## src/mmsd_regs.svh

```systemverilog
`ifndef MMSD_REGS_SVH
`define MMSD_REGS_SVH

// ============================================================
// Data space offsets
`define MMSD_OFS_INDEX_FIRST        8'h80
`define MMSD_OFS_INDEX_SECOND       8'h81
`define MMSD_OFS_SHORT_FIRST        8'h82
`define MMSD_OFS_SHORT_SECOND       8'h83
`define MMSD_OFS_PORT_A_DATA        8'hC0
`define MMSD_OFS_PORT_B_DATA        8'hC1
`define MMSD_OFS_PORT_A_DIRECTION   8'hC4
`define MMSD_OFS_PORT_B_DIRECTION   8'hC5
`define MMSD_OFS_INTERRUPT_OPTIONS  8'hC8
`define MMSD_OFS_ROM_WINDOW_SELECT  8'hC9
`define MMSD_OFS_PORT_A_OPTION      8'hCC
`define MMSD_OFS_PORT_B_OPTION      8'hCD
`define MMSD_OFS_CONVERTER_RESULT   8'hD0
`define MMSD_OFS_CONVERTER_CONTROL  8'hD1
`define MMSD_OFS_TIMER_PRESCALER    8'hD2
`define MMSD_OFS_TIMER_DOWNCOUNTER  8'hD3
`define MMSD_OFS_TIMER_STATUS_CTRL  8'hD4
`define MMSD_OFS_WATCHDOG_COUNTER   8'hD8
`define MMSD_OFS_ACCUMULATOR        8'hFF

// ============================================================
// Regions
`define MMSD_RAM_BASE               8'h00
`define MMSD_RAM_BYTES              64
`define MMSD_WIN_BASE               8'h40
`define MMSD_WIN_LAST               8'h7F
`define MMSD_WIN_SEL_POS            0
`define MMSD_WIN_SEL_BITS           6
`define MMSD_STACK_DEPTH            6
`define MMSD_PC_BITS                12

// ============================================================
// Reset values and field layout
`define MMSD_RST_PORT               8'h00
`define MMSD_RST_CONVERTER_CONTROL  8'h40
`define MMSD_RST_TIMER_PRESCALER    8'h7F
`define MMSD_RST_TIMER_DOWNCOUNTER  8'hFF
`define MMSD_RST_TIMER_STATUS_CTRL  8'h00
`define MMSD_RST_WATCHDOG_COUNTER   8'hFE
`define MMSD_RST_UNDEFINED          8'h00
`define MMSD_CONV_RO_MASK           8'h80
`define MMSD_READ_FILL              8'h00

`endif

```

## src/mmsd_pkg.sv

```systemverilog
// ============================================================
// Types shared by the memory space decoder
package mmsd_pkg;

    // Read sequencer states, one-hot
    typedef enum logic [2:0] {
        MMSD_IDLE = 3'b001,
        MMSD_WIN  = 3'b010,
        MMSD_EXT  = 3'b100
    } mmsd_state_t;

endpackage

```

## src/mmsd_return_stack.sv

```systemverilog
`timescale 1ns/100ps
// ============================================================
// Return stack: shift structure, newest entry at index 0
module mmsd_return_stack
#(
    parameter int DEPTH = 6,
    parameter int WIDTH = 12
)
(
    input  wire logic             ref_clk,
    input  wire logic             resetn,
    input  wire logic             push,
    input  wire logic             pop,
    input  wire logic [WIDTH-1:0] pushData,
    output logic      [WIDTH-1:0] top
);
    import mmsd_pkg::*;

    typedef struct packed {
        logic [DEPTH-1:0][WIDTH-1:0] ent;
    } mmsd_stack_t;

    mmsd_stack_t stack_r;
    mmsd_stack_t stack_nxt;

    // ============================================================
    // Elaboration check
    generate
        if (DEPTH < 2 || WIDTH < 1)
        begin : g_bad
            $error("mmsd_return_stack: DEPTH must be at least 2");
        end
    endgenerate

    // ============================================================
    // Shift down on push, up on pop; the oldest level is lost when a
    // seventh call nests, as there is no overflow trap
    always_comb
    begin
        stack_nxt = stack_r;
        if (push)
        begin
            for (int i = DEPTH - 1; i > 0; i--)
            begin
                stack_nxt.ent[i] = stack_r.ent[i-1];
            end
            stack_nxt.ent[0] = pushData;
        end
        else if (pop)
        begin
            for (int i = 0; i < DEPTH - 1; i++)
            begin
                stack_nxt.ent[i] = stack_r.ent[i+1];
            end
            stack_nxt.ent[DEPTH-1] = '0;
        end
    end

    // State register
    always_ff @(posedge ref_clk or negedge resetn)
    begin
        if (!resetn)
            stack_r <= '0;
        else
            stack_r <= stack_nxt;
    end

    assign top = stack_r.ent[0]; // Straight from the top flop
endmodule

```

## src/mmsd_space_decoder.sv

```systemverilog
`timescale 1ns/100ps
`include "mmsd_regs.svh"
// ============================================================
// Memory space decoder
// How it works
// - Program, data and stack spaces are decoded separately.
// - A 12-bit program counter addresses fetches over 4K of program memory.
// - Return stack holds six 12-bit return addresses for nesting.
// - Program memory constants are readable through a 64-byte data window.
// - With read-out protection set, external program reads are refused.
// - Index and short direct registers at 080h-083h, read/write, undefined reset.
// - Port data registers at 0C0h/0C1h, read/write, reset 00h.
// - Port direction registers at 0C4h/0C5h, read/write, reset 00h.
// - Port option registers at 0CCh/0CDh, read/write, reset 00h.
// - Interrupt option register at 0C8h, write-only, undefined reset.
// - Window select register at 0C9h, write-only, undefined reset.
// - Converter result at 0D0h, read-only, undefined reset.
// - Converter control at 0D1h, reset 40h, mixed read/write-only bits.
// - Timer prescaler at 0D2h, read/write, reset 7Fh.
// - Timer down-counter at 0D3h, read/write, reset 0FFh.
// - Timer status/control at 0D4h, read/write, reset 00h.
// - Data space holds RAM, core, port, peripheral and window registers.
// - Window spans 0040h-007Fh, block chosen by window select.
// - Port data reads return pins for inputs, register for outputs.
module mmsd_space_decoder
#(
    parameter int RAM_BYTES   = `MMSD_RAM_BYTES,
    parameter int STACK_DEPTH = `MMSD_STACK_DEPTH
)
(
    input  wire logic        ref_clk,
    input  wire logic        resetn,
    // Data space access from the core
    input  wire logic [7:0]  dataAddr,
    input  wire logic        dataWrEn,
    input  wire logic        dataRdEn,
    input  wire logic [7:0]  dataWrData,
    output logic      [7:0]  dataRdData,
    output logic             dataRdValid,
    output logic             dataBusy,
    // Program counter control from the core
    input  wire logic        pcInc,
    input  wire logic        pcLoad,
    input  wire logic        pcCall,
    input  wire logic        pcReturn,
    input  wire logic [11:0] pcTarget,
    output logic      [11:0] programCounter,
    // Program memory data port, shared by window and external reads
    output logic      [11:0] romAddr,
    input  wire logic [7:0]  romData,
    // External read-out of program memory
    input  wire logic        protectOption,
    input  wire logic        extRdReq,
    input  wire logic [11:0] extRdAddr,
    output logic      [7:0]  extRdData,
    output logic             extRdValid,
    output logic             extRdDenied,
    // Port pins
    input  wire logic [7:0]  portAPins,
    input  wire logic [7:0]  portBPins,
    output logic      [7:0]  portAOut,
    output logic      [7:0]  portBOut,
    output logic      [7:0]  portAOe,
    output logic      [7:0]  portBOe,
    output logic      [7:0]  portAOpt,
    output logic      [7:0]  portBOpt,
    // Peripheral register contents
    input  wire logic [7:0]  convResult,
    input  wire logic [7:0]  convStatus,
    output logic      [7:0]  convControl,
    output logic      [7:0]  interruptOptions,
    output logic      [7:0]  timerPrescaler,
    output logic      [7:0]  timerDowncounter,
    output logic      [7:0]  timerStatusControl,
    output logic      [7:0]  watchdogCounter
);
    import mmsd_pkg::*;

    localparam int RAM_AW = (RAM_BYTES > 1) ? $clog2(RAM_BYTES) : 1;
    localparam int PCW    = `MMSD_PC_BITS;
    localparam int WSW    = `MMSD_WIN_SEL_BITS;

    // ============================================================
    // Elaboration check
    generate
        if (RAM_BYTES < 1 || RAM_BYTES > 64)
        begin : g_bad_ram
            $error("mmsd_space_decoder: RAM_BYTES must be 1 to 64");
        end
        if (STACK_DEPTH < 2)
        begin : g_bad_stack
            $error("mmsd_space_decoder: STACK_DEPTH must be at least 2");
        end
    endgenerate

    // ============================================================
    // All state of the block apart from the return stack, which u_stack holds
    typedef struct packed {
        mmsd_state_t                  state;
        logic [7:0]                   rdData;
        logic                         rdValid;
        logic                         busy;
        logic [PCW-1:0]               romAddr;
        logic                         extPending;
        logic [PCW-1:0]               extAddr;
        logic [7:0]                   extData;
        logic                         extValid;
        logic                         extDenied;
        logic [PCW-1:0]               pc;
        logic [RAM_BYTES-1:0][7:0]    ram;
        logic [3:0][7:0]              idx;
        logic [7:0]                   acc;
        logic [1:0][7:0]              pData;
        logic [1:0][7:0]              pDir;
        logic [1:0][7:0]              pOpt;
        logic [7:0]                   intOpt;
        logic [7:0]                   winSel;
        logic [7:0]                   convCtrl;
        logic [7:0]                   tPresc;
        logic [7:0]                   tDown;
        logic [7:0]                   tStat;
        logic [7:0]                   wdg;
    } mmsd_core_t;

    mmsd_core_t     st_r;
    mmsd_core_t     st_nxt;
    logic [PCW-1:0] stackTop;
    logic           winHit;
    logic           ramHit;
    logic [7:0]     regView;

    // ============================================================
    // Helpers
    // Output pins show the latch, input pins show the pad level
    function automatic logic [7:0] portView(input logic [7:0] data,
                                            input logic [7:0] dir,
                                            input logic [7:0] pins);
        portView = (data & dir) | (pins & ~dir);
    endfunction

    // Whether a data address lies inside a region
    function automatic logic inRange(input logic [7:0] a,
                                     input logic [7:0] lo,
                                     input logic [7:0] hi);
        inRange = (a >= lo) && (a <= hi);
    endfunction

    // ============================================================
    // Stack space, its own storage and addressing
    mmsd_return_stack
    #(
        .DEPTH    (STACK_DEPTH),
        .WIDTH    (PCW)
    )
    u_stack
    (
        .ref_clk  (ref_clk),
        .resetn   (resetn),
        .push     (pcCall && !pcReturn),
        .pop      (pcReturn),
        .pushData (st_r.pc),
        .top      (stackTop)
    );

    // ============================================================
    // Data space region hits
    assign winHit = inRange(dataAddr, `MMSD_WIN_BASE, `MMSD_WIN_LAST);
    assign ramHit = inRange(dataAddr, `MMSD_RAM_BASE,
                            8'(int'(`MMSD_RAM_BASE) + RAM_BYTES - 1));

    // Register read mux; write-only and unmapped read as a fill value
    always_comb
    begin
        regView = `MMSD_READ_FILL;
        if (ramHit)
            regView = st_r.ram[dataAddr[RAM_AW-1:0]];
        else
        begin
            case (dataAddr)
                `MMSD_OFS_INDEX_FIRST:       regView = st_r.idx[0];
                `MMSD_OFS_INDEX_SECOND:      regView = st_r.idx[1];
                `MMSD_OFS_SHORT_FIRST:       regView = st_r.idx[2];
                `MMSD_OFS_SHORT_SECOND:      regView = st_r.idx[3];
                `MMSD_OFS_PORT_A_DATA:
                    regView = portView(st_r.pData[0], st_r.pDir[0], portAPins);
                `MMSD_OFS_PORT_B_DATA:
                    regView = portView(st_r.pData[1], st_r.pDir[1], portBPins);
                `MMSD_OFS_PORT_A_DIRECTION:  regView = st_r.pDir[0];
                `MMSD_OFS_PORT_B_DIRECTION:  regView = st_r.pDir[1];
                `MMSD_OFS_PORT_A_OPTION:     regView = st_r.pOpt[0];
                `MMSD_OFS_PORT_B_OPTION:     regView = st_r.pOpt[1];
                `MMSD_OFS_CONVERTER_RESULT:  regView = convResult;
                `MMSD_OFS_CONVERTER_CONTROL:
                    regView = (convStatus & `MMSD_CONV_RO_MASK)
                            | (st_r.convCtrl & ~`MMSD_CONV_RO_MASK);
                `MMSD_OFS_TIMER_PRESCALER:   regView = st_r.tPresc;
                `MMSD_OFS_TIMER_DOWNCOUNTER: regView = st_r.tDown;
                `MMSD_OFS_TIMER_STATUS_CTRL: regView = st_r.tStat;
                `MMSD_OFS_WATCHDOG_COUNTER:  regView = st_r.wdg;
                `MMSD_OFS_ACCUMULATOR:       regView = st_r.acc;
                default:                     regView = `MMSD_READ_FILL;
            endcase
        end
    end

    // ============================================================
    // Next state: register writes, read sequencer, program counter
    always_comb
    begin
        st_nxt           = st_r;
        st_nxt.rdValid   = 1'b0;
        st_nxt.extValid  = 1'b0;
        st_nxt.extDenied = 1'b0;

        // Register writes; reserved, read-only and window writes are dropped
        if (dataWrEn)
        begin
            if (ramHit)
                st_nxt.ram[dataAddr[RAM_AW-1:0]] = dataWrData;
            else
            begin
                case (dataAddr)
                    `MMSD_OFS_INDEX_FIRST:       st_nxt.idx[0] = dataWrData;
                    `MMSD_OFS_INDEX_SECOND:      st_nxt.idx[1] = dataWrData;
                    `MMSD_OFS_SHORT_FIRST:       st_nxt.idx[2] = dataWrData;
                    `MMSD_OFS_SHORT_SECOND:      st_nxt.idx[3] = dataWrData;
                    `MMSD_OFS_PORT_A_DATA:       st_nxt.pData[0] = dataWrData;
                    `MMSD_OFS_PORT_B_DATA:       st_nxt.pData[1] = dataWrData;
                    `MMSD_OFS_PORT_A_DIRECTION:  st_nxt.pDir[0] = dataWrData;
                    `MMSD_OFS_PORT_B_DIRECTION:  st_nxt.pDir[1] = dataWrData;
                    `MMSD_OFS_PORT_A_OPTION:     st_nxt.pOpt[0] = dataWrData;
                    `MMSD_OFS_PORT_B_OPTION:     st_nxt.pOpt[1] = dataWrData;
                    `MMSD_OFS_INTERRUPT_OPTIONS: st_nxt.intOpt = dataWrData;
                    `MMSD_OFS_ROM_WINDOW_SELECT: st_nxt.winSel = dataWrData;
                    `MMSD_OFS_CONVERTER_CONTROL:
                        st_nxt.convCtrl = dataWrData & ~`MMSD_CONV_RO_MASK;
                    `MMSD_OFS_TIMER_PRESCALER:   st_nxt.tPresc = dataWrData;
                    `MMSD_OFS_TIMER_DOWNCOUNTER: st_nxt.tDown = dataWrData;
                    `MMSD_OFS_TIMER_STATUS_CTRL: st_nxt.tStat = dataWrData;
                    `MMSD_OFS_WATCHDOG_COUNTER:  st_nxt.wdg = dataWrData;
                    `MMSD_OFS_ACCUMULATOR:       st_nxt.acc = dataWrData;
                    default:                     st_nxt.acc = st_r.acc;
                endcase
            end
        end

        // Read sequencer; core reads win the memory port over read-out
        case (st_r.state)
            MMSD_IDLE:
            begin
                if (dataRdEn && winHit)
                begin
                    // Block number forms the upper address bits
                    st_nxt.romAddr = {st_r.winSel[`MMSD_WIN_SEL_POS +: WSW],
                                      dataAddr[5:0]};
                    st_nxt.state   = MMSD_WIN;
                    st_nxt.busy    = 1'b1;
                end
                else if (dataRdEn)
                begin
                    st_nxt.rdData  = regView;
                    st_nxt.rdValid = 1'b1;
                end
                else if (st_r.extPending)
                begin
                    st_nxt.romAddr    = st_r.extAddr;
                    st_nxt.extPending = 1'b0;
                    st_nxt.state      = MMSD_EXT;
                    st_nxt.busy       = 1'b1;
                end
            end
            MMSD_WIN:
            begin
                st_nxt.rdData  = romData;
                st_nxt.rdValid = 1'b1;
                st_nxt.busy    = 1'b0;
                st_nxt.state   = MMSD_IDLE;
            end
            MMSD_EXT:
            begin
                st_nxt.extData  = romData;
                st_nxt.extValid = 1'b1;
                st_nxt.busy     = 1'b0;
                st_nxt.state    = MMSD_IDLE;
            end
            default:
            begin
                st_nxt.state = MMSD_IDLE;
                st_nxt.busy  = 1'b0;
            end
        endcase

        // External read-out; one request outstanding at a time
        if (extRdReq && !st_r.extPending && st_r.state != MMSD_EXT)
        begin
            if (protectOption)
                st_nxt.extDenied = 1'b1;
            else
            begin
                st_nxt.extPending = 1'b1;
                st_nxt.extAddr    = extRdAddr;
            end
        end

        // Program space addressing, independent of the data port
        if (pcReturn)
            st_nxt.pc = stackTop;
        else if (pcLoad || pcCall)
            st_nxt.pc = pcTarget;
        else if (pcInc)
            st_nxt.pc = st_r.pc + 12'h001;
    end

    // ============================================================
    // State register; undefined-at-reset registers simply start at zero
    always_ff @(posedge ref_clk or negedge resetn)
    begin
        if (!resetn)
        begin
            st_r          <= '0;
            st_r.state    <= MMSD_IDLE;
            st_r.pData    <= {2{`MMSD_RST_PORT}};
            st_r.pDir     <= {2{`MMSD_RST_PORT}};
            st_r.pOpt     <= {2{`MMSD_RST_PORT}};
            st_r.idx      <= {4{`MMSD_RST_UNDEFINED}};
            st_r.acc      <= `MMSD_RST_UNDEFINED;
            st_r.intOpt   <= `MMSD_RST_UNDEFINED;
            st_r.winSel   <= `MMSD_RST_UNDEFINED;
            st_r.convCtrl <= `MMSD_RST_CONVERTER_CONTROL;
            st_r.tPresc   <= `MMSD_RST_TIMER_PRESCALER;
            st_r.tDown    <= `MMSD_RST_TIMER_DOWNCOUNTER;
            st_r.tStat    <= `MMSD_RST_TIMER_STATUS_CTRL;
            st_r.wdg      <= `MMSD_RST_WATCHDOG_COUNTER;
        end
        else
            st_r <= st_nxt;
    end

    // ============================================================
    // Outputs, each straight from a flop
    assign dataRdData         = st_r.rdData;
    assign dataRdValid        = st_r.rdValid;
    assign dataBusy           = st_r.busy;
    assign programCounter     = st_r.pc;
    assign romAddr            = st_r.romAddr;
    assign extRdData          = st_r.extData;
    assign extRdValid         = st_r.extValid;
    assign extRdDenied        = st_r.extDenied;
    assign portAOut           = st_r.pData[0];
    assign portBOut           = st_r.pData[1];
    assign portAOe            = st_r.pDir[0];
    assign portBOe            = st_r.pDir[1];
    assign portAOpt           = st_r.pOpt[0];
    assign portBOpt           = st_r.pOpt[1];
    assign convControl        = st_r.convCtrl;
    assign interruptOptions   = st_r.intOpt;
    assign timerPrescaler     = st_r.tPresc;
    assign timerDowncounter   = st_r.tDown;
    assign timerStatusControl = st_r.tStat;
    assign watchdogCounter    = st_r.wdg;
endmodule

```

## config.mk

```make
export PLATFORM = sky130hd
export DESIGN_NAME = mmsd_space_decoder
export DESIGN_NICKNAME = d
export VERILOG_FILES = /design/src/mmsd_pkg.sv /design/src/mmsd_return_stack.sv /design/src/mmsd_space_decoder.sv
export VERILOG_INCLUDE_DIRS = /design/src
export SDC_FILE = /design/constraint.sdc
export NUM_CORES = 1
export LEC_CHECK = 0
export ABC_AREA = 1
export BUFFER_PORTS_ARGS = -buffer_cell sky130_fd_sc_hd__buf_2
export CORE_AREA = 2 2 256 258
export DETAILED_ROUTE_END_ITERATION = 6
export DIE_AREA = 0 0 258 260
export GPL_ROUTABILITY_DRIVEN = 0
export PLACE_DENSITY_LB_ADDON = 0.08
export SLEW_MARGIN = 25
export SYNTH_ARGS = -nofsm -noshare
export SYNTH_HDL_FRONTEND = slang
export SYNTH_SLANG_ARGS = --single-unit
```

## constraint.sdc

```tcl
create_clock -name ref_clk -period 2.1 [get_ports ref_clk]
set_input_delay 0.105 -clock ref_clk [delete_from_list [all_inputs] [get_ports ref_clk]]
set_output_delay 0.105 -clock ref_clk [all_outputs]
set_load 0.02 [all_outputs]
```

==> flow_summary.toml, run 1 <==
[critical_path]
cp-end-kind = "register"
arrival_ps = 2380
timing.setup.critical_path_class = "in -> reg"
worst_path_max_fanout = 16
ff2ff_path_depth = 7
cp_data_required_time_ps = 2570
critical_path.startpoint_type = "input pin"

[final_layout]
number_of_nets_at_the_end_of_the_flow = 5094
post_route_cells_drive_above_1_share_pct = 13.7
synthToLayoutAreaGrowth_pct = 14.4
layout.area.seq_mm2 = 0.0197
post-route-util_pct = 67.1
finalInstanceArea_mm2 = 0.0431
multiInputGateArea_mm2 = 0.0145
n_fill_cell = 5455

[die]
dieArea_mm2 = 0.0671
io-pin-count = 230
die_w_um = 258
rows = 93
die_h_um = 260
floorplan.initialDensity_pct = 58.7
coreArea_mm2 = 0.0641

[yosys]
synth.mux.area_fraction_pct = 0.509
synthesis.area_per_instance_um2 = 7.74
synth_top_family_by_area = "simple AND/OR/NAND/NOR gates"
synth-seq-cells = 785
ys_top_cells_by_area = "dfrtp_1 (51%), nand2_1 (17%), o21ai_0 (9.6%), nor2_1 (5.9%), inv_1 (3.3%)"
netlist_area_mm2 = 0.0376
ys_dominant_reg_cell = "dfrtp_1"
netlist_instances = 4863
synthesis.nets = 4954
post_synth_xor_area_fraction_pct = 0.116
synth.largest_area_cell = "dfrtp_1"
synth_sequential_area_ratio_pct = 52.3
synth_async_sr_flop_share_pct = 100
synth_compound_gate_area_share_pct = 12.1
ys.warnings.count = 0
synth-adder-area-share_pct = 0.0332
synth_edf_count = 0
synth_cell_types = 38
synth_simple_gate_area_share_pct = 25.8
synth_top_area_share_pct = 50.6

[global_routing]
grt_max_degree = 98
first_global_vias = 30200
globalRouteOverflowTotal = 0
grtUsageTotal_pct = 32.6
grt_antenna_before_repair = 1
grt_first_pass_wirelength_mm = 173

[sta]
fin_tns_setup_ps = 0
slew-limit-headroom_pct = 59.7
min_period_over_period_pct = 91.0
final_skew_ps = 27.7
report.final.setup_viol = 0
rsz0062_at_grt = "false"
finalMaxSlewViolations = 0
timing.final.hold_violations = 0
layout_min_cycle_time_ps = 1910
max_clock_freq_mhz = 524
worst-slew-pin-transition_ps = 604

[clock_network]
cts_inserted_buffers = 83
clock-sinks = 785
ctsRootBufferMaster = "clkbuf_16"
insertion_delay_ps = 650
clock_tree.buffer_depth = 3
tritoncts = "done"
clock_tree.htree_level_count = 3
clk_slew_on_worst_s_h_paths_ps = 60

[routing]
routed-via-count = 32300
post_drt_wl_per_cell_um = 18.3
wl_mm = 109
drt.antenna.violating_nets = 0
first_iter_violations = 3462
routed_via_density = 5.45
drc_errors = 2
first_pass_iters = 7

[placed_design]
numPortBuffers = 221
placedInstanceArea_mm2 = 0.0397
placed_wire_length_estimate_mm = 71.0

[power]
cellPowerDensity_mw_per_mm2 = 869
power.leakage_nw = 21.6
finalPower_mw = 37.4
ir_worst_vdd_v = 0.000728

[run_status]
failed_checks = "DRC"
status = "complete, but fails checks"

[run]
cap_viol_max_count = 0

[min_path]
hold_class = "in -> reg"
hold_depth = 7
==> through the flow <==
stage               std cells  setup WS (ps)  hold WS (ps)
floorplan                4863            411          -191
global placement         5721          -75.4          46.2
detailed placement       5721           -111          39.1
CTS                      5927            144         0.256
global route             5927           44.3          42.2
finish                   5928            190          11.5
==> metal layers <==
layer	wire (um)	vias up	GRT usage, %
met5	14	-	0
met4	2740	2	9.78
met3	8100	187	4.40
met2	50000	1294	51.7
met1	47900	15300	47.3
li1	-	15500	-
==> state kept, by name, indices dropped and copies added (netlist names) <==
signal and flops:
portBOpt 8, portAOut 8, portBOut 8, u_stack.stack_r 60
extRdData 8, programCounter 12, timerPrescaler 8, interruptOptions 8
portAOpt 8, dataRdValid 1, portAOe 8, dataBusy 1
dataRdData 8, timerDowncounter 8, convControl 7, watchdogCounter 8
u_stack.top 12, romAddr 12, st_r 574, portBOe 8
extRdDenied 1, timerStatusControl 8, extRdValid 1
==> power breakdown <==
group	leakage [nW]	switching (mW)	total [mW]	internal, mW
registers	10.6	0.751	17.1	16.3
logic	9.60	3.39	5.23	1.84
clock network	1.39	6.21	15.1	8.93
==> cells by family after synthesis <==
kind of cell | Yosys count
AO/OA/AOI/OAI | 849
XOR/XNOR | 5
adder cells (fa/ha/maj) | 1
buffers and inverters | 750
flip-flops | 785
multiplexers | 17
other | 1
AND/OR/NAND/NOR | 2455
==> cells in the final DEF, fill, tap and decap left out, types with 9 or more instances in the layout <==
cell type | netlist | layout
nor3_1 | 9 | 9
buf_12 | 0 | 48
nand3_1 | 48 | 48
nand2_2 | 59 | 59
clkinv_2 | 0 | 21
clkbuf_1 | 167 | 20
o221ai_1 | 43 | 43
nor2_2 | 14 | 16
o22ai_1 | 16 | 16
dfrtp_1 | 761 | 760
nand4_1 | 32 | 32
nand2_1 | 1679 | 1676
inv_1 | 329 | 326
dlygate4sd3_1 | 0 | 51
buf_2 | 79 | 219
clkbuf_16 | 0 | 85
nor2_1 | 593 | 591
o21ai_0 | 721 | 721
a22oi_1 | 12 | 12
a21oi_1 | 25 | 25
mux2_2 | 17 | 17
clkbuf_8 | 0 | 20
o211ai_1 | 19 | 19
dfstp_2 | 24 | 24
buf_4 | 139 | 136
==> critical path, stage by stage <==
cell and delay (ps):
dlygate4sd3_1 560, buf_2 160, buf_4 180, nor2_1 150, nand2_1 160, buf_4 190, nor3_4 300, nand2_2 270
nand2_1 160, o21ai_0 130
==> path summary, 6_finish.rpt <==
path | startpoint | endpoint | slack (ps)
setup / recovery | dataAddr[6] | st_r[134]$_DFFE_PN0P_ | 190
hold / removal | convResult[3] | dataRdData[3]$_DFFE_PN0P_ | 10
setup reg to reg | programCounter[3]$_DFFE_PN0P_ | programCounter[5]$_DFFE_PN0P_ | 230
hold reg to reg | u_stack.stack_r[38]$_DFFE_PN0P_ | u_stack.stack_r[50]$_DFFE_PN0P_ | 480
max in group asynchronous | resetn | st_r[231]$_DFFE_PN0P_ | 760
min in group asynchronous | resetn | st_r[311]$_DFFE_PN0P_ | 500
==> synth_stat cells, types with 14 or more instances <==
| library cell | number |
|---|---|
| a21oi_1 | 25 |
| buf_1 | 15 |
| buf_2 | 79 |
| buf_4 | 139 |
| clkbuf_1 | 167 |
| dfrtp_1 | 761 |
| dfstp_2 | 24 |
| inv_1 | 329 |
| mux2_2 | 17 |
| nand2_1 | 1679 |
| nand2_2 | 59 |
| nand3_1 | 48 |
| nand4_1 | 32 |
| nor2_1 | 593 |
| nor2_2 | 14 |
| o211ai_1 | 19 |
| o21ai_0 | 721 |
| o221ai_1 | 43 |
| o22ai_1 | 16 |
==> repair_timing <==
| action | CTS | global route |
|---|---|---|
| setup buffers | 0 | 0 |
| hold buffers | 52 | 0 |
| hold endpoints to repair | 618 | 0 |
| resized for setup | 0 | 2 |
| endpoints found under the setup margin | 0 | 5 |
==> final cells by class <==
| cell class | count | share of cell area [%] |
|---|---|---|
| Clock inverter | 29 | 0.799 |
| Inverter | 350 | 3.10 |
| Tap cell | 855 | 2.48 |
| Timing Repair Buffer | 455 | 8.37 |
| Sequential cell | 785 | 45.7 |
| Multi-Input combinational cell | 3328 | 33.8 |
| Antenna cell | 1 | 0.00581 |
| Clock buffer | 125 | 5.75 |
Note: power is estimated with default switching activity, not from simulation.
==> run 2: changes to the inputs <==
--- a/config.mk
+++ b/config.mk
@@ -8,12 +8,13 @@
 export LEC_CHECK = 0
 export ABC_AREA = 1
 export BUFFER_PORTS_ARGS = -buffer_cell sky130_fd_sc_hd__buf_2
-export CORE_AREA = 2 2 256 258
+export CORE_AREA = 4 4 263 265
 export DETAILED_ROUTE_END_ITERATION = 6
-export DIE_AREA = 0 0 258 260
+export DIE_AREA = 0 0 267 269
 export GPL_ROUTABILITY_DRIVEN = 0
 export PLACE_DENSITY_LB_ADDON = 0.08
 export SLEW_MARGIN = 25
 export SYNTH_ARGS = -nofsm -noshare
 export SYNTH_HDL_FRONTEND = slang
+export SYNTH_HIERARCHICAL = 1
 export SYNTH_SLANG_ARGS = --single-unit
==> run 2 against run 1 <==
Against the previous run:
- the flow now finishes without violations
- die area up 7.1%
- final area up 2.2%
- sequential power about the same
- global-route usage down 2.4 points
- clock power about the same
- cell count up 5.4%
- critical path type is now reg -> reg
- setup slack worse by 43 ps
==> flow_summary.toml, run 2 <==
[sta]
final_skew_ps = 10.8
worst-slew-pin-transition_ps = 966
finalMaxSlewViolations = 0
report.final.setup_viol = 0
timing.final.hold_violations = 0
fin_hold_ws_ps = 29.1
min_period_over_period_pct = 93.0
layout_min_cycle_time_ps = 1950
rsz0062_at_grt = "false"
slew-limit-headroom_pct = 35.6
max_clock_freq_mhz = 512

[power]
cellPowerDensity_mw_per_mm2 = 845
ir_worst_vdd_v = 0.000646
finalPower_mw = 37.2
power.leakage_nw = 22.2

[routing]
wl_mm = 109
routed-via-count = 33400
drc_errors = 0
post_drt_wl_per_cell_um = 17.5
routed_via_density = 5.34
first_iter_violations = 3077
drt.antenna.violating_nets = 0
first_pass_iters = 6

[critical_path]
cp_data_required_time_ps = 2610
cp-end-kind = "register"
arrival_ps = 2470
cp_cell_sequence = "nor2_1 > a211oi_1 > dlygate4sd3_1 > o21ai_0 > dlygate4sd3_1"
critical_path.startpoint_type = "register"
max_stage_delay_ps = 580
worst_path_max_fanout = 6
timing.setup.critical_path_class = "reg -> reg"
critPathTopFamily = "buffers and inverters"
cp_common_cell = "dlygate4sd3_1"
cp_num_buf_inv = 2
critical_path_depth = 5
ff2ff_path_depth = 5
crit_path_top_delay_cell = "dlygate4sd3_1"

[min_path]
hold_depth = 7
hold_class = "in -> reg"

[yosys]
synth_sequential_area_ratio_pct = 50.2
synth.cells.most_frequent = "nand2_1 (2263), dfrtp_1 (761), o21ai_0 (654)"
ys_top_cells_by_area = "dfrtp_1 (49%), nand2_1 (22%), o21ai_0 (8.3%), inv_1 (4.0%), buf_4 (3.1%)"
synth_top_area_share_pct = 48.5
synth_async_sr_flop_share_pct = 100
netlist_area_mm2 = 0.0392
synth.largest_area_cell = "dfrtp_1"
synth_most_common_cell = "nand2_1"
ys.warnings.count = 6
ys_dominant_reg_cell = "dfrtp_1"
synthesis.nets = 5322
netlist_instances = 5231
synthesis.area_per_instance_um2 = 7.50
synth_cell_types = 39
synth_edf_count = 0
synth-seq-cells = 785

[clock_network]
ctsRootBufferMaster = "clkbuf_16"
clock_tree.htree_level_count = 3
tritoncts = "done"
clock_tree.buffer_depth = 3
insertion_delay_ps = 630
clk_slew_on_worst_s_h_paths_ps = 60
clock-sinks = 785
cts_inserted_buffers = 84

[die]
die_w_um = 267
floorplan.initialDensity_pct = 58.7
die_h_um = 269
rows = 95
dieArea_mm2 = 0.0718
coreArea_mm2 = 0.0668
io-pin-count = 230

[final_layout]
largestRegisters = "st_r: 574 flops, u_stack/stack_r: 60 flops"
largest_register_ffs = 574
number_of_nets_at_the_end_of_the_flow = 5404
largest_register = "st_r"
final_cell_mix = "nand2_1 (2258), dfrtp_1 (760), o21ai_0 (654)"
n_fill_cell = 5766
layout_commonest_cell = "nand2_1"
post_route_cells_drive_above_1_share_pct = 12.3
synthToLayoutAreaGrowth_pct = 12.2

[placed_design]
numPortBuffers = 221
placed_wire_length_estimate_mm = 71.7

[global_routing]
globalRouteOverflowTotal = 0
grt_first_pass_wirelength_mm = 174
grt_max_degree = 113
grt_antenna_before_repair = 2
first_global_vias = 31100
grtUsageTotal_pct = 30.3

[run]
cap_viol_max_count = 0

[run_status]
status = "finished clean"
-- run 2: through the flow --
stage	area (um^2)	util, %	setup slack [ps]	setup TNS, ps	cells
finish	44000	65.9	147	0	6250
global route	44000	65.9	38.9	0	6248
CTS	44000	65.8	135	0	6247
detailed placement	40700	60.9	-6.78	-6.78	6048
global placement	40700	60.9	33.3	0	6048
floorplan	39200	-	363	0	5231
-- run 2: where the power goes --
part           internal (mW)  total (mW)  leakage (nW)  switching (mW)
logic                   1.80        5.23          10.2            3.43
clock network           8.83        14.9          1.35            6.02
registers               16.3        17.1          10.7           0.805
total                   26.9        37.2          22.2            10.3
-- run 2: layout make-up --
cell class / instances / area (um^2) / area share, %
Tap cell: 873 / 1090 / 2.48
Sequential cell: 785 / 19700 / 44.7
Antenna cell: 3 / 7.51 / 0.0171
Timing Repair Buffer: 427 / 3340 / 7.59
Multi-Input combinational cell: 3573 / 15500 / 35.2
Clock inverter: 24 / 279 / 0.634
Clock buffer: 123 / 2460 / 5.60
Inverter: 442 / 1680 / 3.82
-- run 2: final timing paths --
path / start / to / slack [ps]
min in group asynchronous: resetn / u_stack/top[9]$_DFFE_PN0P_ / 100
worst max-delay path: programCounter[0]$_DFFE_PN0P_ / programCounter[0]$_DFFE_PN0P_ / 150
worst max register to register: programCounter[0]$_DFFE_PN0P_ / programCounter[0]$_DFFE_PN0P_ / 150
worst min register to register: extRdData[3]$_DFFE_PN0P_ / extRdData[3]$_DFFE_PN0P_ / 470
max in group asynchronous: resetn / programCounter[0]$_DFFE_PN0P_ / 1080
worst min-delay path: convResult[5] / dataRdData[5]$_DFFE_PN0P_ / 30
-- run 2: cell families after synthesis --
family          Yosys count  share of synthesized area, %
compound gates          776                          10.1
buf+inv                 873                          10.5
simple gates           2768                          28.5
fa+ha+maj                 1                        0.0319
xor+xnor                  9                         0.201
mux                      18                         0.517
other cells               1                       0.00956
flops                   785                          50.2
-- run 2: worst min-delay path: stages --
cell	delay [ps]
buf_2	110
a21oi_1	60
nand2_1	50
nor2_1	40
nand3_1	100
nand3_1	90
nand3_1	60
-- run 2: repair_timing --
action	4_1_cts	5_1_grt
endpoints found under the setup margin	12	50
setup buffers	1	0
gates resized for setup	0	8
hold buffers	51	0
pin swaps	1	0
hold endpoints to repair	834	0
-- run 2: metal layers --
layer / vias to the layer above / wire [um] / GRT usage (%)
met1: 15800 / 48700 / 43.4
met5: - / 0 / 0
met4: 0 / 3520 / 9.77
met2: 1157 / 49200 / 47.5
met3: 224 / 7590 / 5.22
li1: 16200 / - / -
